## src/verilog/csrsw_defines.svh

```systemverilog
// csrsw_defines.svh: offsets, field positions, reset values for special regs
// assumes inclusion by bare name from the special-register files
`ifndef CSRSW_DEFINES_SVH
`define CSRSW_DEFINES_SVH

// processor register selectors on the core's register port
`define CSRSW_SEL_IP        3'h0
`define CSRSW_SEL_ESP       3'h1
`define CSRSW_SEL_USP       3'h2
`define CSRSW_SEL_DTB       3'h3
`define CSRSW_SEL_PSW       3'h4

// status word field positions
`define CSRSW_PSW_C         0
`define CSRSW_PSW_T         1
`define CSRSW_PSW_L         2
`define CSRSW_PSW_U         3
`define CSRSW_PSW_F         5
`define CSRSW_PSW_Z         6
`define CSRSW_PSW_N         7
`define CSRSW_PSW_E         9
`define CSRSW_PSW_P         10
`define CSRSW_PSW_I         11

// writable status bits: 4, 8 and 12..15 held at zero
`define CSRSW_PSW_WMASK     16'h0eef
`define CSRSW_PSW_RESET     16'h0200
// exception stack pointer: bit 0 and bits 31..24 held at zero
`define CSRSW_ADDR_MASK     32'h00ff_fffe
`define CSRSW_ADDR_LIMIT    32'h00ff_ffff
`define CSRSW_IP_MASK       24'hff_fffe

`endif

```

## src/verilog/csrsw_pkg.sv

```systemverilog
// csrsw_pkg.sv: types shared by the special-register block
// assumes csrsw_defines.svh gives the numeric constants
package csrsw_pkg;

    typedef enum logic [1:0] {
        CSRSW_RUN,
        CSRSW_EXC
    } csrsw_mode_t;

    // compare / arithmetic flag bundle
    typedef struct packed {
        logic c;
        logic f;
        logic z;
        logic l;
        logic n;
    } csrsw_flags_t;

endpackage : csrsw_pkg

```

## src/verilog/csrsw_alu_flags.sv

```systemverilog
// csrsw_alu_flags.sv: flag evaluation for add, subtract and compare
// assumes operands valid in the cycle of use; purely combinational
`timescale 1ns/10ps
`include "csrsw_defines.svh"

module csrsw_alu_flags #(
    parameter int WIDTH = 16
) (
    input  wire logic [WIDTH-1:0]     op_first_i,
    input  wire logic [WIDTH-1:0]     op_second_i,
    input  wire logic                 is_sub_i,
    output csrsw_pkg::csrsw_flags_t   flags_o
);

    logic [WIDTH:0]   sum;
    logic [WIDTH-1:0] b_eff;

    always_comb begin
        b_eff = is_sub_i ? ~op_first_i : op_first_i;
        // second minus first for subtraction
        sum = {1'b0, op_second_i} + {1'b0, b_eff} + {{WIDTH{1'b0}}, is_sub_i};
        flags_o.c = is_sub_i ? ~sum[WIDTH] : sum[WIDTH]; // RULE8
        flags_o.f = (op_second_i[WIDTH-1] == b_eff[WIDTH-1])
                    && (sum[WIDTH-1] != op_second_i[WIDTH-1]); // RULE14
        flags_o.z = (op_second_i == op_first_i); // RULE13
        flags_o.l = (op_second_i < op_first_i); // RULE11
        flags_o.n = ($signed(op_second_i) < $signed(op_first_i)); // RULE12
    end

endmodule : csrsw_alu_flags

```

## src/verilog/csrsw_special_regs.sv

```systemverilog
// Function
// RULE1: 24-bit instruction pointer, bit zero reads zero
// RULE2: reset loads zero or chosen start value
// RULE3: warm reset saves pointer to low pair
// RULE4: exception stack pointer forced zeros, hardware use
// RULE5: user stack out of range raises trap
// RULE6: software writes dispatch base with zeros
// RULE7: status word bit layout, 4 and 8 zero
// RULE8: carry set on carry or borrow
// RULE9: trace traps each instruction, not in handlers
// RULE10: trace copied to pending, once per instruction
// RULE11: low flag from unsigned compare
// RULE12: negative flag from signed compare
// RULE13: zero flag on equal operands
// RULE14: flag bit reports arithmetic overflow
// RULE15: user bit picks stack, set/cleared by events; stack_ptr_sel_o always gives the user stack pointer
// RULE16: user stack access in user mode traps
// RULE17: maskable needs both enables; nonmaskable always
// RULE18: enable/disable instructions drive local enable
// RULE19: global enable cleared on irq, set on return
// RULE20: branch conditions evaluate the flags
// RULE21: reset clears status except local enable
// RULE22: warm reset copies status to register two
// RULE23: user stack pointer is 32 bits
// RULE24: writes to forced-zero bits ignored
//
// csrsw_special_regs.sv: special-purpose registers and status word of the core
// assumes the sequencer drives one-cycle strobes synchronous to clk_sys_i
`timescale 1ns/10ps
`include "csrsw_defines.svh"

module csrsw_special_regs #(
    parameter logic [23:0] START_ADDR = 24'h00_0000,
    parameter int          WIDTH      = 16
) (
    input  wire logic              clk_sys_i,
    input  wire logic              reset_i,
    input  wire logic              warm_reset_i,
    // instruction flow
    input  wire logic              instr_start_i,
    input  wire logic              instr_end_i,
    input  wire logic              ip_load_i,
    input  wire logic [23:0]       ip_value_i,
    // processor register port
    input  wire logic              preg_wr_i,
    input  wire logic              preg_rd_i,
    input  wire logic [2:0]        preg_sel_i,
    input  wire logic [31:0]       preg_wdata_i,
    output logic      [31:0]       preg_rdata_o,
    // instructions touching status
    input  wire logic              enable_irq_instr_i,
    input  wire logic              disable_irq_instr_i,
    input  wire logic              jump_to_user_instr_i,
    input  wire logic              exc_enter_i,
    input  wire logic              exc_is_irq_i,
    input  wire logic              exc_return_i,
    input  wire logic [15:0]       exc_restore_psw_i,
    input  wire logic              esp_push_i,
    input  wire logic              esp_pop_i,
    input  wire logic [2:0]        esp_step_i,
    // alu flag update
    input  wire logic              flag_upd_i,
    input  wire logic              flag_is_cmp_i,
    input  wire logic              flag_is_sub_i,
    input  wire logic [WIDTH-1:0]  op_first_i,
    input  wire logic [WIDTH-1:0]  op_second_i,
    // branch and stack
    input  wire logic [3:0]        cond_code_i,
    input  wire logic              stack_access_i,
    input  wire logic              irq_req_i,
    input  wire logic              nmi_req_i,
    output logic                   branch_taken_o,
    output logic      [31:0]       stack_ptr_sel_o,
    output logic                   stack_is_user_o,
    output logic                   irq_accept_o,
    output logic                   nmi_accept_o,
    output logic                   trace_trap_o,
    output logic                   illegal_address_trap_o,
    output logic                   undefined_op_trap_o,
    output logic      [23:0]       instruction_pointer_o,
    output logic      [31:0]       exception_stack_pointer_o,
    output logic      [31:0]       dispatch_table_base_o,
    output logic      [15:0]       processor_status_word_o,
    output logic                   gp_save_o,
    output logic      [31:0]       low_gp_register_pair_o,
    output logic      [15:0]       gp_register_two_o
);

    typedef struct packed {
        csrsw_pkg::csrsw_mode_t mode;
        logic [23:0]            ip;
        logic [31:0]            esp;
        logic [31:0]            user_stack_pointer;
        logic [31:0]            dtb;
        logic [15:0]            psw;
        logic                   save;
        logic [31:0]            pair;
        logic [15:0]            r2;
        logic [31:0]            rdata;
    } csrsw_state_t;

    csrsw_state_t              st_reg;
    csrsw_state_t              st_next;
    csrsw_pkg::csrsw_flags_t   alu_flags;
    logic                      user_mode;
    logic                      usp_denied;

    csrsw_alu_flags #(
        .WIDTH       (WIDTH)
    ) u_flags (
        .op_first_i  (op_first_i),
        .op_second_i (op_second_i),
        .is_sub_i    (flag_is_sub_i),
        .flags_o     (alu_flags)
    );

    function automatic logic cond_eval(input logic [3:0] cc, input logic [15:0] p);
        case (cc) // RULE20
            4'h0: cond_eval = p[`CSRSW_PSW_Z];
            4'h1: cond_eval = ~p[`CSRSW_PSW_Z];
            4'h2: cond_eval = p[`CSRSW_PSW_C];
            4'h3: cond_eval = ~p[`CSRSW_PSW_C];
            4'h4: cond_eval = p[`CSRSW_PSW_L];
            4'h5: cond_eval = ~p[`CSRSW_PSW_L];
            4'h6: cond_eval = p[`CSRSW_PSW_N];
            4'h7: cond_eval = ~p[`CSRSW_PSW_N];
            4'h8: cond_eval = p[`CSRSW_PSW_F];
            4'h9: cond_eval = ~p[`CSRSW_PSW_F];
            4'ha: cond_eval = ~p[`CSRSW_PSW_L] & ~p[`CSRSW_PSW_Z];
            4'hb: cond_eval = p[`CSRSW_PSW_L] | p[`CSRSW_PSW_Z];
            4'hc: cond_eval = ~p[`CSRSW_PSW_N] & ~p[`CSRSW_PSW_Z];
            4'hd: cond_eval = p[`CSRSW_PSW_N] | p[`CSRSW_PSW_Z];
            4'he: cond_eval = 1'b1;
            default: cond_eval = 1'b0;
        endcase
    endfunction : cond_eval

    assign user_mode  = st_reg.psw[`CSRSW_PSW_U];
    // user stack pointer is a supervisor-only register
    assign usp_denied = user_mode && (preg_wr_i || preg_rd_i)
                        && (preg_sel_i == `CSRSW_SEL_USP); // RULE16

    always_comb begin
        st_next      = st_reg;
        st_next.save = 1'b0;
        // instruction flow
        if (ip_load_i) begin
            st_next.ip = ip_value_i & `CSRSW_IP_MASK; // RULE1
        end
        // a new instruction's copy beats the old one's clear
        if (instr_end_i && trace_trap_o) begin
            st_next.psw[`CSRSW_PSW_P] = 1'b0; // RULE10
        end
        if (instr_start_i) begin
            st_next.psw[`CSRSW_PSW_P] = st_reg.psw[`CSRSW_PSW_T]; // RULE10
        end
        // alu flags
        if (flag_upd_i) begin
            if (flag_is_cmp_i) begin
                st_next.psw[`CSRSW_PSW_Z] = alu_flags.z; // RULE13
                st_next.psw[`CSRSW_PSW_L] = alu_flags.l; // RULE11
                st_next.psw[`CSRSW_PSW_N] = alu_flags.n; // RULE12
            end else begin
                st_next.psw[`CSRSW_PSW_C] = alu_flags.c; // RULE8
                st_next.psw[`CSRSW_PSW_F] = alu_flags.f; // RULE14
            end
        end
        if (enable_irq_instr_i) begin
            st_next.psw[`CSRSW_PSW_E] = 1'b1; // RULE18
        end
        if (disable_irq_instr_i) begin
            st_next.psw[`CSRSW_PSW_E] = 1'b0; // RULE18
        end
        if (jump_to_user_instr_i) begin
            st_next.psw[`CSRSW_PSW_U] = 1'b1; // RULE15
        end
        // software writes; forced-zero bits dropped
        if (preg_wr_i && !usp_denied) begin
            case (preg_sel_i)
                `CSRSW_SEL_ESP: st_next.esp = preg_wdata_i & `CSRSW_ADDR_MASK; // RULE24
                `CSRSW_SEL_USP: st_next.user_stack_pointer = preg_wdata_i; // RULE23
                `CSRSW_SEL_DTB: st_next.dtb = preg_wdata_i; // RULE6
                `CSRSW_SEL_PSW: begin
                    st_next.psw = preg_wdata_i[15:0] & `CSRSW_PSW_WMASK; // RULE24
                    // user mode cannot lift its own privilege through the status word
                    if (user_mode) begin
                        st_next.psw[`CSRSW_PSW_U] = 1'b1;
                    end
                end
                default: st_next.ip = st_next.ip;
            endcase
        end
        // hardware stack use
        if (esp_push_i) begin
            st_next.esp = (st_reg.esp - {29'h0, esp_step_i}) & `CSRSW_ADDR_MASK; // RULE4
        end else if (esp_pop_i) begin
            st_next.esp = (st_reg.esp + {29'h0, esp_step_i}) & `CSRSW_ADDR_MASK; // RULE4
        end
        // exception entry and return override
        if (exc_enter_i) begin
            st_next.mode = csrsw_pkg::CSRSW_EXC;
            st_next.psw[`CSRSW_PSW_U] = 1'b0; // RULE15
            st_next.psw[`CSRSW_PSW_T] = 1'b0; // RULE9
            st_next.psw[`CSRSW_PSW_P] = 1'b0; // RULE9
            if (exc_is_irq_i) begin
                st_next.psw[`CSRSW_PSW_I] = 1'b0; // RULE19
            end
        end else if (exc_return_i) begin
            st_next.mode = csrsw_pkg::CSRSW_RUN;
            st_next.psw  = exc_restore_psw_i & `CSRSW_PSW_WMASK;
            if (exc_is_irq_i) begin
                st_next.psw[`CSRSW_PSW_I] = 1'b1; // RULE19
            end
        end
        // read data
        case (preg_sel_i)
            `CSRSW_SEL_IP:  st_next.rdata = {8'h00, st_reg.ip};
            `CSRSW_SEL_ESP: st_next.rdata = st_reg.esp;
            `CSRSW_SEL_USP: st_next.rdata = usp_denied ? 32'h0000_0000 : st_reg.user_stack_pointer;
            `CSRSW_SEL_DTB: st_next.rdata = st_reg.dtb;
            `CSRSW_SEL_PSW: st_next.rdata = {16'h0000, st_reg.psw};
            default:        st_next.rdata = 32'h0000_0000;
        endcase
        // resets win over everything
        if (reset_i) begin
            st_next.mode = csrsw_pkg::CSRSW_RUN;
            st_next.ip   = START_ADDR & `CSRSW_IP_MASK; // RULE2
            st_next.psw  = `CSRSW_PSW_RESET; // RULE21
            st_next.rdata = 32'h0000_0000;
            if (warm_reset_i) begin
                st_next.save = 1'b1;
                st_next.pair = {8'h00, st_reg.ip}; // RULE3
                st_next.r2   = st_reg.psw; // RULE22
            end else begin
                st_next.esp  = 32'h0000_0000;
                st_next.user_stack_pointer  = 32'h0000_0000;
                st_next.dtb  = 32'h0000_0000;
                st_next.pair = 32'h0000_0000;
                st_next.r2   = 16'h0000;
            end
        end
    end

    always_ff @(posedge clk_sys_i) begin
        st_reg <= st_next;
    end

    assign trace_trap_o = instr_end_i && st_reg.psw[`CSRSW_PSW_P]
                          && (st_reg.mode == csrsw_pkg::CSRSW_RUN); // RULE9
    // both enables gate maskable requests; nmi passes regardless
    assign irq_accept_o = irq_req_i && !nmi_req_i && st_reg.psw[`CSRSW_PSW_E]
                          && st_reg.psw[`CSRSW_PSW_I]; // RULE17
    assign nmi_accept_o = nmi_req_i; // RULE17
    assign stack_is_user_o = user_mode; // RULE15
    assign stack_ptr_sel_o = st_reg.user_stack_pointer;
    assign illegal_address_trap_o = stack_access_i && user_mode
                                    && (st_reg.user_stack_pointer > `CSRSW_ADDR_LIMIT); // RULE5
    assign undefined_op_trap_o = usp_denied; // RULE16
    assign branch_taken_o = cond_eval(cond_code_i, st_reg.psw); // RULE20
    assign preg_rdata_o = st_reg.rdata;
    assign instruction_pointer_o = st_reg.ip;
    assign exception_stack_pointer_o = st_reg.esp;
    assign dispatch_table_base_o = st_reg.dtb;
    assign processor_status_word_o = st_reg.psw; // RULE7
    assign gp_save_o = st_reg.save;
    assign low_gp_register_pair_o = st_reg.pair;
    assign gp_register_two_o = st_reg.r2;

    // reset checks stay live through reset, the rest sleep in it
    AST_IP_EVEN: assert property ( // RULE1
        @(posedge clk_sys_i) disable iff (reset_i)
        instruction_pointer_o[0] == 1'b0
    ) else $error("ip odd");

    AST_RESET_IP: assert property ( // RULE2
        @(posedge clk_sys_i)
        reset_i |=> instruction_pointer_o == (START_ADDR & 24'hff_fffe)
    ) else $error("ip not at start after reset");

    AST_WARM_PAIR: assert property ( // RULE3
        @(posedge clk_sys_i)
        (reset_i && warm_reset_i) |=> gp_save_o
        && low_gp_register_pair_o == {8'h00, $past(instruction_pointer_o)}
    ) else $error("warm reset ip not saved");

    AST_ESP_ZERO: assert property ( // RULE4
        @(posedge clk_sys_i) disable iff (reset_i)
        exception_stack_pointer_o[0] == 1'b0
        && exception_stack_pointer_o[31:24] == 8'h00
    ) else $error("esp forced bits set");

    AST_PSW_ZERO: assert property ( // RULE7
        @(posedge clk_sys_i) disable iff (reset_i)
        processor_status_word_o[4] == 1'b0
        && processor_status_word_o[8] == 1'b0
        && processor_status_word_o[15:12] == 4'h0
    ) else $error("psw zero bits set");

    AST_RESET_PSW: assert property ( // RULE21
        @(posedge clk_sys_i)
        reset_i |=> processor_status_word_o == 16'h0200
    ) else $error("psw reset");

    AST_WARM_R2: assert property ( // RULE22
        @(posedge clk_sys_i)
        (reset_i && warm_reset_i) |=> gp_register_two_o == $past(processor_status_word_o)
    ) else $error("warm reset psw not saved");

    AST_TRACE_COPY: assert property ( // RULE10
        @(posedge clk_sys_i) disable iff (reset_i)
        (instr_start_i && !exc_enter_i && !exc_return_i && !preg_wr_i)
        |=> processor_status_word_o[10] == $past(processor_status_word_o[1])
    ) else $error("pending not copied");

    AST_IRQ_GATE: assert property ( // RULE17
        @(posedge clk_sys_i) disable iff (reset_i)
        irq_accept_o |-> processor_status_word_o[9] && processor_status_word_o[11]
    ) else $error("irq taken while masked");

    AST_IRQ_CLR_I: assert property ( // RULE19
        @(posedge clk_sys_i) disable iff (reset_i)
        (exc_enter_i && exc_is_irq_i) |=> !processor_status_word_o[11]
        && !processor_status_word_o[3]
    ) else $error("irq entry state");

    AST_IRQ_SET_I: assert property ( // RULE19
        @(posedge clk_sys_i) disable iff (reset_i)
        (exc_return_i && exc_is_irq_i && !exc_enter_i)
        |=> processor_status_word_o[11]
    ) else $error("irq return state");

    AST_USP_TRAP: assert property ( // RULE5
        @(posedge clk_sys_i) disable iff (reset_i)
        (stack_access_i && stack_is_user_o && stack_ptr_sel_o[31:24] != 8'h00)
        |-> illegal_address_trap_o
    ) else $error("no illegal address trap");

    AST_LOCAL_EN: assert property ( // RULE18
        @(posedge clk_sys_i) disable iff (reset_i)
        (enable_irq_instr_i || disable_irq_instr_i) && !exc_return_i && !preg_wr_i
        |=> processor_status_word_o[9] == !$past(disable_irq_instr_i)
    ) else $error("local enable wrong");

endmodule : csrsw_special_regs

```

## config.mk

```make
export PLATFORM = sky130hd
export DESIGN_NAME = csrsw_special_regs
export DESIGN_NICKNAME = d
export VERILOG_FILES = /design/src/verilog/csrsw_pkg.sv /design/src/verilog/csrsw_alu_flags.sv /design/src/verilog/csrsw_special_regs.sv
export VERILOG_INCLUDE_DIRS = /design/src /design/src/verilog
export SDC_FILE = /design/constraint.sdc
export NUM_CORES = 1
export LEC_CHECK = 0
export BUFFER_PORTS_ARGS = -buffer_cell sky130_fd_sc_hd__buf_2
export CORE_MARGIN = 5
export CORE_UTILIZATION = 33
export DETAILED_ROUTE_END_ITERATION = 6
export PLACE_DENSITY = 0.59
export SYNTH_ARGS = -nofsm -noshare
export SYNTH_HDL_FRONTEND = slang
export SYNTH_SLANG_ARGS = --single-unit
```

## constraint.sdc

```tcl
create_clock -name clk_sys_i -period 3.35 [get_ports clk_sys_i]
set_clock_uncertainty 0.1 [all_clocks]
set_input_delay 0.335 -clock clk_sys_i [delete_from_list [all_inputs] [get_ports clk_sys_i]]
set_output_delay 0.335 -clock clk_sys_i [all_outputs]
set_load 0.005 [all_outputs]
```

==> Yosys cells after proc, flatten, opt, wreduce, memory -nomap -nowiden <==
Cells that the tools add are included.
{ "op_classes": {"add_sub_neg": 4, "order_cmp": 3, "eq_ne": 21, "mux": 42, "bitwise_logic": 11, "reduce_logical": 23} }
{ "ops": {"columns": ["operator", "count"], "rows": [
  ["$mux 193", 1],
  ["$mux 32", 6],
  ["$pmux 32 s5", 1],
  ["$mux 112", 1],
  ["$mux 96", 1],
  ["$mux 16", 3],
  ["$mux 40", 1],
  ["$gt 32x24->1 const B", 1],
  ["$lt 16x16->1", 2],
  ["$eq 4x4->1 const B", 7],
  ["$add 24x3->24", 1],
  ["$mux 24", 1],
  ["$sub 24x3->24", 1],
  ["$mux 1", 21],
  ["$add 16x16->17", 1],
  ["$add 17x1->17", 1],
  ["$eq 16x16->1", 1],
  ["$eq 4x3->1 const B", 4],
  ["$not 16->16", 1],
  ["$pmux 1 s15", 1],
  ["$logic_and 1x1->1", 12],
  ["$eq 4x2->1 const B", 2],
  ["$eq 3x2->1 const B", 2],
  ["$mux 6", 1],
  ["19 further kinds", 30]
]} }
{ "word_totals": {"register_bits": 218, "in_bits": 136, "output_inout_bits": 224, "elab_cells": 117} }

==> Logic depth before layout (Yosys ltp) <==
Gate-level depths: netlist (run 1).
{ "depth": {"depth_word": 14, "depth_mapped": 10, "depth_no_buf": 8} }

==> Cells and area by module <==
From an unflattened synthesis (run 1), not the netlist that was laid out.
{ "hier_totals": {"cells_unflattened": 1451, "hier_area_um2": 12165.4} }
{ "by_module_without_submodules": {"columns": ["mod", "n_inst", "cells_per_inst", "area_each_um2", "seq_area_each_um2"], "rows": [
  ["csrsw_special_regs", 1, 1316, 11174.5, 4554.4],
  ["csrsw_alu_flags", 1, 135, 991.0, 0.0]
]} }

==> Least setup slack after synthesis (run 1) <==
No wires, ideal clock.
{ "synth_path": {"path_type": "input port to flip-flop", "start": "input port flag_is_sub_i", "end": "register st_reg, in the netlist processor_status_word_o[0]", "setup_ns": 0.115, "arrival_time_ns": 2.587, "required_ns": 3.135, "path_slack_ns": 0.548, "path_stages": 10, "n_path_buf": 2, "cell_sequence": "clkbuf_1 -> clkbuf_1 -> xor2_1 -> ha_1 -> and4_1 -> and4_1 -> o21ai_0 -> o211ai_1 -> mux2i_1 -> a2111oi_0"} }
{ "synth_via": {"elab_chain_len": 11} }
{ "synth_lines": {"columns": ["element", "line", "source"], "rows": [
  ["from (decl)", "csrsw_special_regs.sv:64", "input wire logic flag_is_sub_i,"],
  ["$mux 16", "csrsw_alu_flags.sv:19", "b_eff = is_sub_i ? ~op_first_i : op_first_i;"],
  ["$add 16x16->17", "csrsw_alu_flags.sv:21", "sum = {1'b0, op_second_i} + {1'b0, b_eff} + {{WIDTH{1'b0}}, is_sub_i};"],
  ["$add 17x1->17", "csrsw_alu_flags.sv:21", null],
  ["$not 1->1", "csrsw_alu_flags.sv:22", "flags_o.c = is_sub_i ? ~sum[WIDTH] : sum[WIDTH];"],
  ["$mux 1 *", "csrsw_alu_flags.sv:22", null],
  ["$mux 1 *", "csrsw_special_regs.sv:159", "if (flag_is_cmp_i) begin"],
  ["$mux 1 *", "csrsw_special_regs.sv:158", "if (flag_upd_i) begin"],
  ["$mux 16", "csrsw_special_regs.sv:179", "case (preg_sel_i)"],
  ["$mux 112 *", "csrsw_special_regs.sv:178", "if (preg_wr_i && !usp_denied) begin"],
  ["$mux 16", "csrsw_special_regs.sv:208", "end else if (exc_return_i) begin"],
  ["$mux 1 *", "csrsw_special_regs.sv:200", "if (exc_enter_i) begin"],
  ["to (signal assigned)", "csrsw_special_regs.sv:245", "st_reg <= st_next;"],
  ["to (decl)", "csrsw_special_regs.sv:102", "csrsw_state_t st_reg;"]
]} }
Every way passes the cells marked *; elsewhere a longest branch is shown, timed or not. The select of a mux whose other input is x is not followed.
A chain may end at the register's enable or synchronous reset.

==> results of run 1 <==
## stage by stage
step | hold slack [ns] | cells | worst slack (ns) | area [um2]
2_1_floorplan | 0.3118 | 1437 | 0.5483 | 12000
3_3_place_gp | 0.3560 | 1962 | 0.4621 | 12560
6_report | 0.01568 | 2050 | 0.3818 | 13850
3_5_place_dp | 0.3630 | 1962 | 0.4162 | 12560
5_1_grt | 0.02568 | 2050 | 0.2467 | 13850
4_1_cts | 0.001396 | 2050 | 0.4287 | 13850
## cells by family (layout without fill, tap and decap cells)
family | after synthesis | count (layout) | synth area share
xor gates and xnor gates | 39 | 39 | 0.02856
buffers and inverters | 334 | 486 | 0.1741
muxes | 42 | 42 | 0.03640
other | 1 | 10 | 0.0003135
and+or+nand+nor | 482 | 482 | 0.1885
adders and majority gates | 37 | 37 | 0.03996
DFF | 208 | 208 | 0.3808
AOI/OAI and AO/OA | 285 | 285 | 0.1515
## how the worst max path moves through the flow
stage,startpoint,slack [ns],to,cells past startpoint
2_1_floorplan,flag_is_sub_i,0.55,processor_status_word_o[0]$_SDFF_PP0_,10
3_3_place_gp,exception_stack_pointer_o[4]$_DFF_P_,0.46,exception_stack_pointer_o[19]$_DFF_P_,6
3_5_place_dp,exception_stack_pointer_o[4]$_DFF_P_,0.42,exception_stack_pointer_o[19]$_DFF_P_,6
4_1_cts,exception_stack_pointer_o[4]$_DFF_P_,0.43,exception_stack_pointer_o[19]$_DFF_P_,6
5_1_grt,exception_stack_pointer_o[4]$_DFF_P_,0.25,exception_stack_pointer_o[19]$_DFF_P_,6
6_report,exception_stack_pointer_o[4]$_DFF_P_,0.38,exception_stack_pointer_o[19]$_DFF_P_,6
## cells in the mapped netlist, types with 3 or more instances
cell type,n
buf_1,7
a21oi_1,112
nand2_1,210
dfxtp_1,169
and3_1,9
nor2_1,105
a221oi_1,6
nor3_1,20
nand3_1,22
nand2b_1,6
nand3b_1,4
buf_4,218
and3_2,3
clkbuf_1,72
inv_1,33
and2_1,61
xnor2_1,11
a21o_1,3
o21a_1,5
o211ai_1,11
nand4_1,9
edfxtp_1,39
nor4_1,3
o22ai_1,5
a211oi_1,12
o21ai_0,36
a41oi_1,3
a22oi_1,33
ha_1,35
a222oi_1,8
mux2i_1,39
and4_1,5
a2111oi_0,3
xor2_1,28
nor3b_1,5
nor2b_1,3
a31oi_1,28
## power breakdown
group          leakage (nW)  total [W]  internal, W  switching (W)
logic                  3.95    0.00131     0.000576       0.000739
clock network         0.400    0.00277      0.00164        0.00113
registers              1.78    0.00297      0.00271       0.000261
## routing by layer
metal / global-route usage / part of all wire / wire, um
met5: 0 / 0.0013 / 55
met4: 0.06588 / 0.036 / 1500
met3: 0.05255 / 0.083 / 3471
met2: 0.3239 / 0.47 / 19680
met1: 0.2443 / 0.41 / 17330
## critical path: cells and delay by family (launching register included)
family | cells | cell delay, ns
compound gates | 2 | 0.75
flops | 1 | 0.41
simple gates | 4 | 1.55
## final cells by class
class / instances / area [um2]
repair buffers: 408 / 2342
inverters: 34 / 127.6
flip-flops and latches: 208 / 4554
clock inverters: 15 / 158.9
fillers: 3631 / 21810
well taps: 461 / 576.8
clock buffers: 29 / 691.9
multi-input cells: 895 / 5395
==> metrics.log, run 1 <==
[metrics] outcome: completed
[metrics] number of synthesized register bits: 208
[metrics] unrepaired setup endpoints after global routing: no
[metrics] final sum of negative setup slack: 0 ns
[metrics] count of final max-slew check failures: 0
[metrics] via density per instance: 5.096
[metrics] terminus of the critical flop-to-flop path: exception_stack_pointer_o[19]$_DFF_P_
[metrics] area added between synthesis and finish: 15.76%
[metrics] clock root buffer: clkbuf_16
[metrics] fraction of final layout cells with drive strength greater than 1: 0.2712
[metrics] setup slack, reg-to-reg: 0.38 ns
[metrics] Pre-antenna DRT Iters: 5
[metrics] clock input transition at the sequential cells of the worst setup and hold paths: 0.06 ns
[metrics] Syn. warnings: 0
[metrics] number of hold buffers added after cts: 44
[metrics] Design Power: 0.007057 W
[metrics] number of hold violations in the final report: 0
[metrics] signal arrival time at the worst endpoint: 3.22 ns
[metrics] placeable core region: 35,660 um2
[metrics] instance count of the mapped netlist: 1,428
[metrics] ANT nets after route: 0
[metrics] Die Area: 40,150 um2
[metrics] most frequent cells in the layout: 342 x buf_2, 210 x nand2_1, 169 x dfxtp_1, 112 x a21oi_1, 103 x nor2_1
[metrics] vias after detailed routing: 10,447
[metrics] CP cell instances: or4_4, or4_4, a2111oi_4, and4_2, o21ai_0, nor4bb_1
[metrics] number of buffers added for setup after CTS: 0
[metrics] max-cap violation count: 0
[metrics] static power due to leakage: 6.124 nW
[metrics] average wire per cell in the routed design: 20.51 um
[metrics] number of I/O port buffers: 342
[metrics] element type at the critical path start: register
[metrics] share of async-settable or async-resettable flops after synthesis: 0
[metrics] number of unique standard cell types used by synthesis: 72
[metrics] GRT Util Overall: 0.1943
[metrics] number of cells traversed by the worst hold path: 3
[metrics] worst-path fanout max: 10
[metrics] Inserted Diodes: 0
[metrics] critical path capture point type: register
[metrics] IO Count: 360
[metrics] Pwr per Cell Area: 509.6 nW/um2
[metrics] TritonCTS clock tree: built
[metrics] transition time at the pin with the least slew margin: 0.9392 ns
[metrics] clock sink count: 208
[metrics] count of final setup violators: 0
[metrics] maximum number of pins on one net before global-route repair: 80
[metrics] number of nets in the layout: 1,744
[metrics] number of global-route vias before repair: 10,015
[metrics] cell types occupying the most area after synthesis: dfxtp_1 28%, buf_4 14%, edfxtp_1 9.8%, nand2_1 6.6%, a21oi_1 4.7%
[metrics] global placer's final weighted congestion: 0.8864
[metrics] Critical R2R Launch: exception_stack_pointer_o[4]$_DFF_P_
[metrics] sequential share of the synthesized area: 0.3808
[metrics] Chip Width: 200.4 um
[metrics] worst setup path category: reg2reg
[metrics] GRT overflow: 0
[metrics] master of the slowest instance on the critical path: a2111oi_4
[metrics] cell area after technology mapping: 11,960 um2
[metrics] site row count: 69
[metrics] stage delay of the slowest cell on the critical path: 0.69 ns
[metrics] first-pass GRT wire length: 62,070 um
[metrics] share of Yosys cell area claimed by the top area cell type: 0.2828
[metrics] number of CTS-inserted buffers: 24
[metrics] clk_lat worst skew: 0.52 ns
[metrics] utilization after layout: 0.3884
[metrics] Iteration-0 DRC Markers: 808
[metrics] startpoint of the most critical hold path: preg_wdata_i[13]
[metrics] Bufs on Longest Clock Path: 3
[metrics] Resized Gates After CTS: 0
[metrics] aggregate routed wire length: 42,040 um
[metrics] Peak supply drop: 0.2925 mV
[metrics] number of remaining DRC errors: 0
[metrics] Tmin final: 2.968 ns
[metrics] Tcrit/Tclk final: 0.8860
[metrics] worst r2r path cells: 6
[metrics] Hold Crit Class: in2reg
[metrics] Hold Path End: dispatch_table_base_o[13]$_DFF_P_
[metrics] tightest slew margin relative to the limit: 0.3739
[metrics] endpoint required time on the critical path: 3.60 ns
[metrics] library cell with the largest summed area after synthesis: dfxtp_1
[metrics] fmax: 0.3369 GHz
[metrics] CP dominant cell by count: or4_4
[metrics] H-tree levels: 1
[metrics] EDFF count, synth: 39
[metrics] initial antenna violation count: 5
[metrics] Starting Density: 0.3355
[metrics] DP HPWL: 31,460 um
[metrics] die height: 200.4 um
[metrics] most common library cell in the layout ignoring fill and taps: buf_2
[metrics] ys flop type: dfxtp_1
[metrics] syn_area_per_cell: 8.376 um2
Note: power is estimated with default switching activity, not from simulation.
==> inputs of run 2 (changes only) <==
clock period = 3.7 ns   (was 3.35 ns; I/O delays follow)
==> metrics.log, run 2 (synthesized netlist as in run 1, its figures left out) <==
[metrics] Pwr per Cell Area: 467.0 nW/um2 (-8.4%)
[metrics] number of global-route vias before repair: 9,847 (-1.7%)
[metrics] Tcrit/Tclk final: 0.8059 (-0.08013)
[metrics] worst-path fanout max: 10 (unchanged)
[metrics] fill cell count: 3,644 (+0.36%)
[metrics] met2 demand-to-capacity share in global routing: 0.3287 (+0.004876)
[metrics] Worst Setup SP: exception_stack_pointer_o[4]$_DFF_P_
[metrics] Chip Width: 200.4 um (unchanged)
[metrics] TritonCTS clock tree: built
[metrics] max-cap violation count: 0 (unchanged)
[metrics] clock input transition at the sequential cells of the worst setup and hold paths: 0.06 ns (about the same)
[metrics] Critical R2R Launch: exception_stack_pointer_o[4]$_DFF_P_
[metrics] number of CTS-inserted buffers: 24 (unchanged)
[metrics] Die Area: 40,150 um2 (unchanged)
[metrics] most frequent cells in the layout: 342 x buf_2, 210 x nand2_1, 169 x dfxtp_1, 112 x a21oi_1, 103 x nor2_1
[metrics] worst setup path category: reg2reg
[metrics] aggregate routed wire length: 42,050 um (about the same)
[metrics] Tmin final: 2.982 ns (+0.01362 ns)
[metrics] ANT nets after route: 0 (unchanged)
[metrics] pre-CTS worst setup slack: 0.7634 ns (+0.3472 ns)
[metrics] average wire per cell in the routed design: 20.74 um (+1.2%)
[metrics] placed cell areas: 12,510 um2 (-0.36%)
[metrics] H-tree levels: 1 (unchanged)
[metrics] number of hold buffers added after cts: 27 (-39%)
[metrics] area added between synthesis and finish: 13.82%
[metrics] worst r2r path cells: 6 (unchanged)
[metrics] Peak supply drop: 0.2737 mV (-6.4%)
[metrics] count of final setup violators: 0 (unchanged)
[metrics] count of final max-slew check failures: 0 (unchanged)
[metrics] number of I/O port buffers: 342 (unchanged)
[metrics] static power due to leakage: 6.026 nW (-1.6%)
[metrics] global placer's final weighted congestion: 0.9028 (+1.9%)
[metrics] Bufs on Longest Clock Path: 3 (unchanged)
[metrics] critical path capture point type: register
[metrics] Resized Gates After CTS: 0 (unchanged)
[metrics] CP dominant cell by count: or4_4
[metrics] tightest slew margin relative to the limit: 0.3983 (+0.02444)
[metrics] final sum of negative setup slack: 0 ns (unchanged)
[metrics] CP cell instances: or4_4, or4_4, a2111oi_4, and4_2, o21ai_0, nor4bb_1
[metrics] met3 Usage GRT: 0.04997 (-0.002587)
[metrics] area taken by multi-input logic gates: 5395 um2 (unchanged)
[metrics] number of hold violations in the final report: 0 (unchanged)
[metrics] maximum number of pins on one net before global-route repair: 80 (unchanged)
[metrics] final non-filler cell total: 2,027 (-1.1%)
[metrics] most common library cell in the layout ignoring fill and taps: buf_2
[metrics] routing usage on met1: 0.2521 (+0.007786)
[metrics] site row count: 69 (unchanged)
[metrics] terminus of the critical flop-to-flop path: exception_stack_pointer_o[19]$_DFF_P_
[metrics] clk_lat worst skew: 0.52 ns (about the same)
[metrics] Pre-antenna DRT Iters: 6 (+1)
[metrics] die height: 200.4 um (unchanged)
[metrics] register area: 4554 um2 (unchanged)
[metrics] outcome: completed
[metrics] transition time at the pin with the least slew margin: 0.8986 ns (-0.04060 ns)
[metrics] master of the slowest instance on the critical path: a2111oi_4
[metrics] unrepaired setup endpoints after global routing: no
[metrics] setup slack, reg-to-reg: 0.72 ns (+0.34 ns)
[metrics] Hold Crit Class: in2reg
[metrics] number of remaining DRC errors: 0 (unchanged)
[metrics] GRT Util Overall: 0.1949 (+0.0006021)
[metrics] IO Count: 360 (unchanged)
[metrics] via density per instance: 5.117 (+0.41%)
[metrics] capture point of the worst path: exception_stack_pointer_o[19]$_DFF_P_
[metrics] fmax: 0.3354 GHz (-0.46%)
[metrics] DP HPWL: 31,490 um (about the same)
[metrics] signal arrival time at the worst endpoint: 3.24 ns (+0.02 ns)
[metrics] stage delay of the slowest cell on the critical path: 0.69 ns (about the same)
[metrics] element type at the critical path start: register
[metrics] number of buffers added for setup after CTS: 0 (unchanged)
[metrics] placeable core region: 35,660 um2 (unchanged)
[metrics] first-pass GRT wire length: 62,350 um (+0.44%)
[metrics] cell count after placement: 1,956 (-0.31%)
[metrics] number of nets in the layout: 1,721 (-1.3%)
[metrics] final critical-path setup slack: 0.7182 ns (+0.3364 ns)
[metrics] fraction of final layout cells with drive strength greater than 1: 0.2688 (-0.002402)
[metrics] endpoint required time on the critical path: 3.96 ns (+0.36 ns)
[metrics] Starting Density: 0.3355 (unchanged)
[metrics] final standard cell area without fillers: 13,610 um2 (-1.7%)
[metrics] clock sink count: 208 (unchanged)
[metrics] vias after detailed routing: 10,372 (-0.72%)
[metrics] grt peak-use layer: met2
[metrics] Inserted Diodes: 0 (unchanged)
[metrics] clock root buffer: clkbuf_16
[metrics] startpoint of the most critical hold path: ip_value_i[12]
[metrics] GRT overflow: 0 (unchanged)
[metrics] initial antenna violation count: 5 (unchanged)
[metrics] Iteration-0 DRC Markers: 878 (+8.7%)
[run 2: final cells by class]
type                            count  area share
Tap cell                          461     0.04237
Clock buffer                       32     0.05082
Sequential cell                   208      0.3345
Timing Repair Buffer              385      0.1562
Clock inverter                     12     0.01039
Multi-Input combinational cell    895      0.3963
Inverter                           34    0.009374
[run 2: power breakdown]
group / internal (W) / switching, W / leakage, nW / total, W
sequential: 0.00246 / 0.000264 / 1.78 / 0.00272
clock: 0.00152 / 0.000986 / 0.404 / 0.00251
combinational: 0.000495 / 0.000637 / 3.84 / 0.00113
total: 0.00447 / 0.00189 / 6.03 / 0.00636
[run 2: per-layer routing]
layer	wire length, um	part of all wire
met1	17650	0.42
met2	19990	0.48
met5	47	0.0011
met3	3435	0.082
met4	922	0.022
[run 2: worst min-delay path by stage]
stage	endpoint	slack [ns]	cells past startpoint
after floorplan	dispatch_table_base_o[18]$_DFF_P_	0.35	2
after global placement	stack_ptr_sel_o[2]$_DFF_P_	0.36	2
after detailed placement	stack_ptr_sel_o[2]$_DFF_P_	0.36	2
after CTS	instruction_pointer_o[12]$_SDFFE_PP0P_	0.0002	3
after global routing	instruction_pointer_o[3]$_SDFFE_PP0P_	0.02	3
final	instruction_pointer_o[12]$_SDFFE_PP0P_	0.01	3
[run 2: per-stage QoR]
| stage | hold slack [ns] | utilization | total power (W) |
|---|---|---|---|
| floorplan | 0.3462 | - | 0.003511 |
| global placement | 0.3568 | 0.3509 | 0.003847 |
| detailed placement | 0.3616 | 0.3509 | 0.003869 |
| CTS | 0.0002336 | 0.3818 | 0.006408 |
| global route | 0.01979 | 0.3818 | 0.006630 |
| finish | 0.01291 | 0.3818 | 0.006358 |
[run 2: critical path, delay by kind of cell (launching register included)]
family | cells | cell delay [ns]
DFF | 1 | 0.41
AOI/OAI and AO/OA | 2 | 0.76
and+or+nand+nor | 4 | 1.55
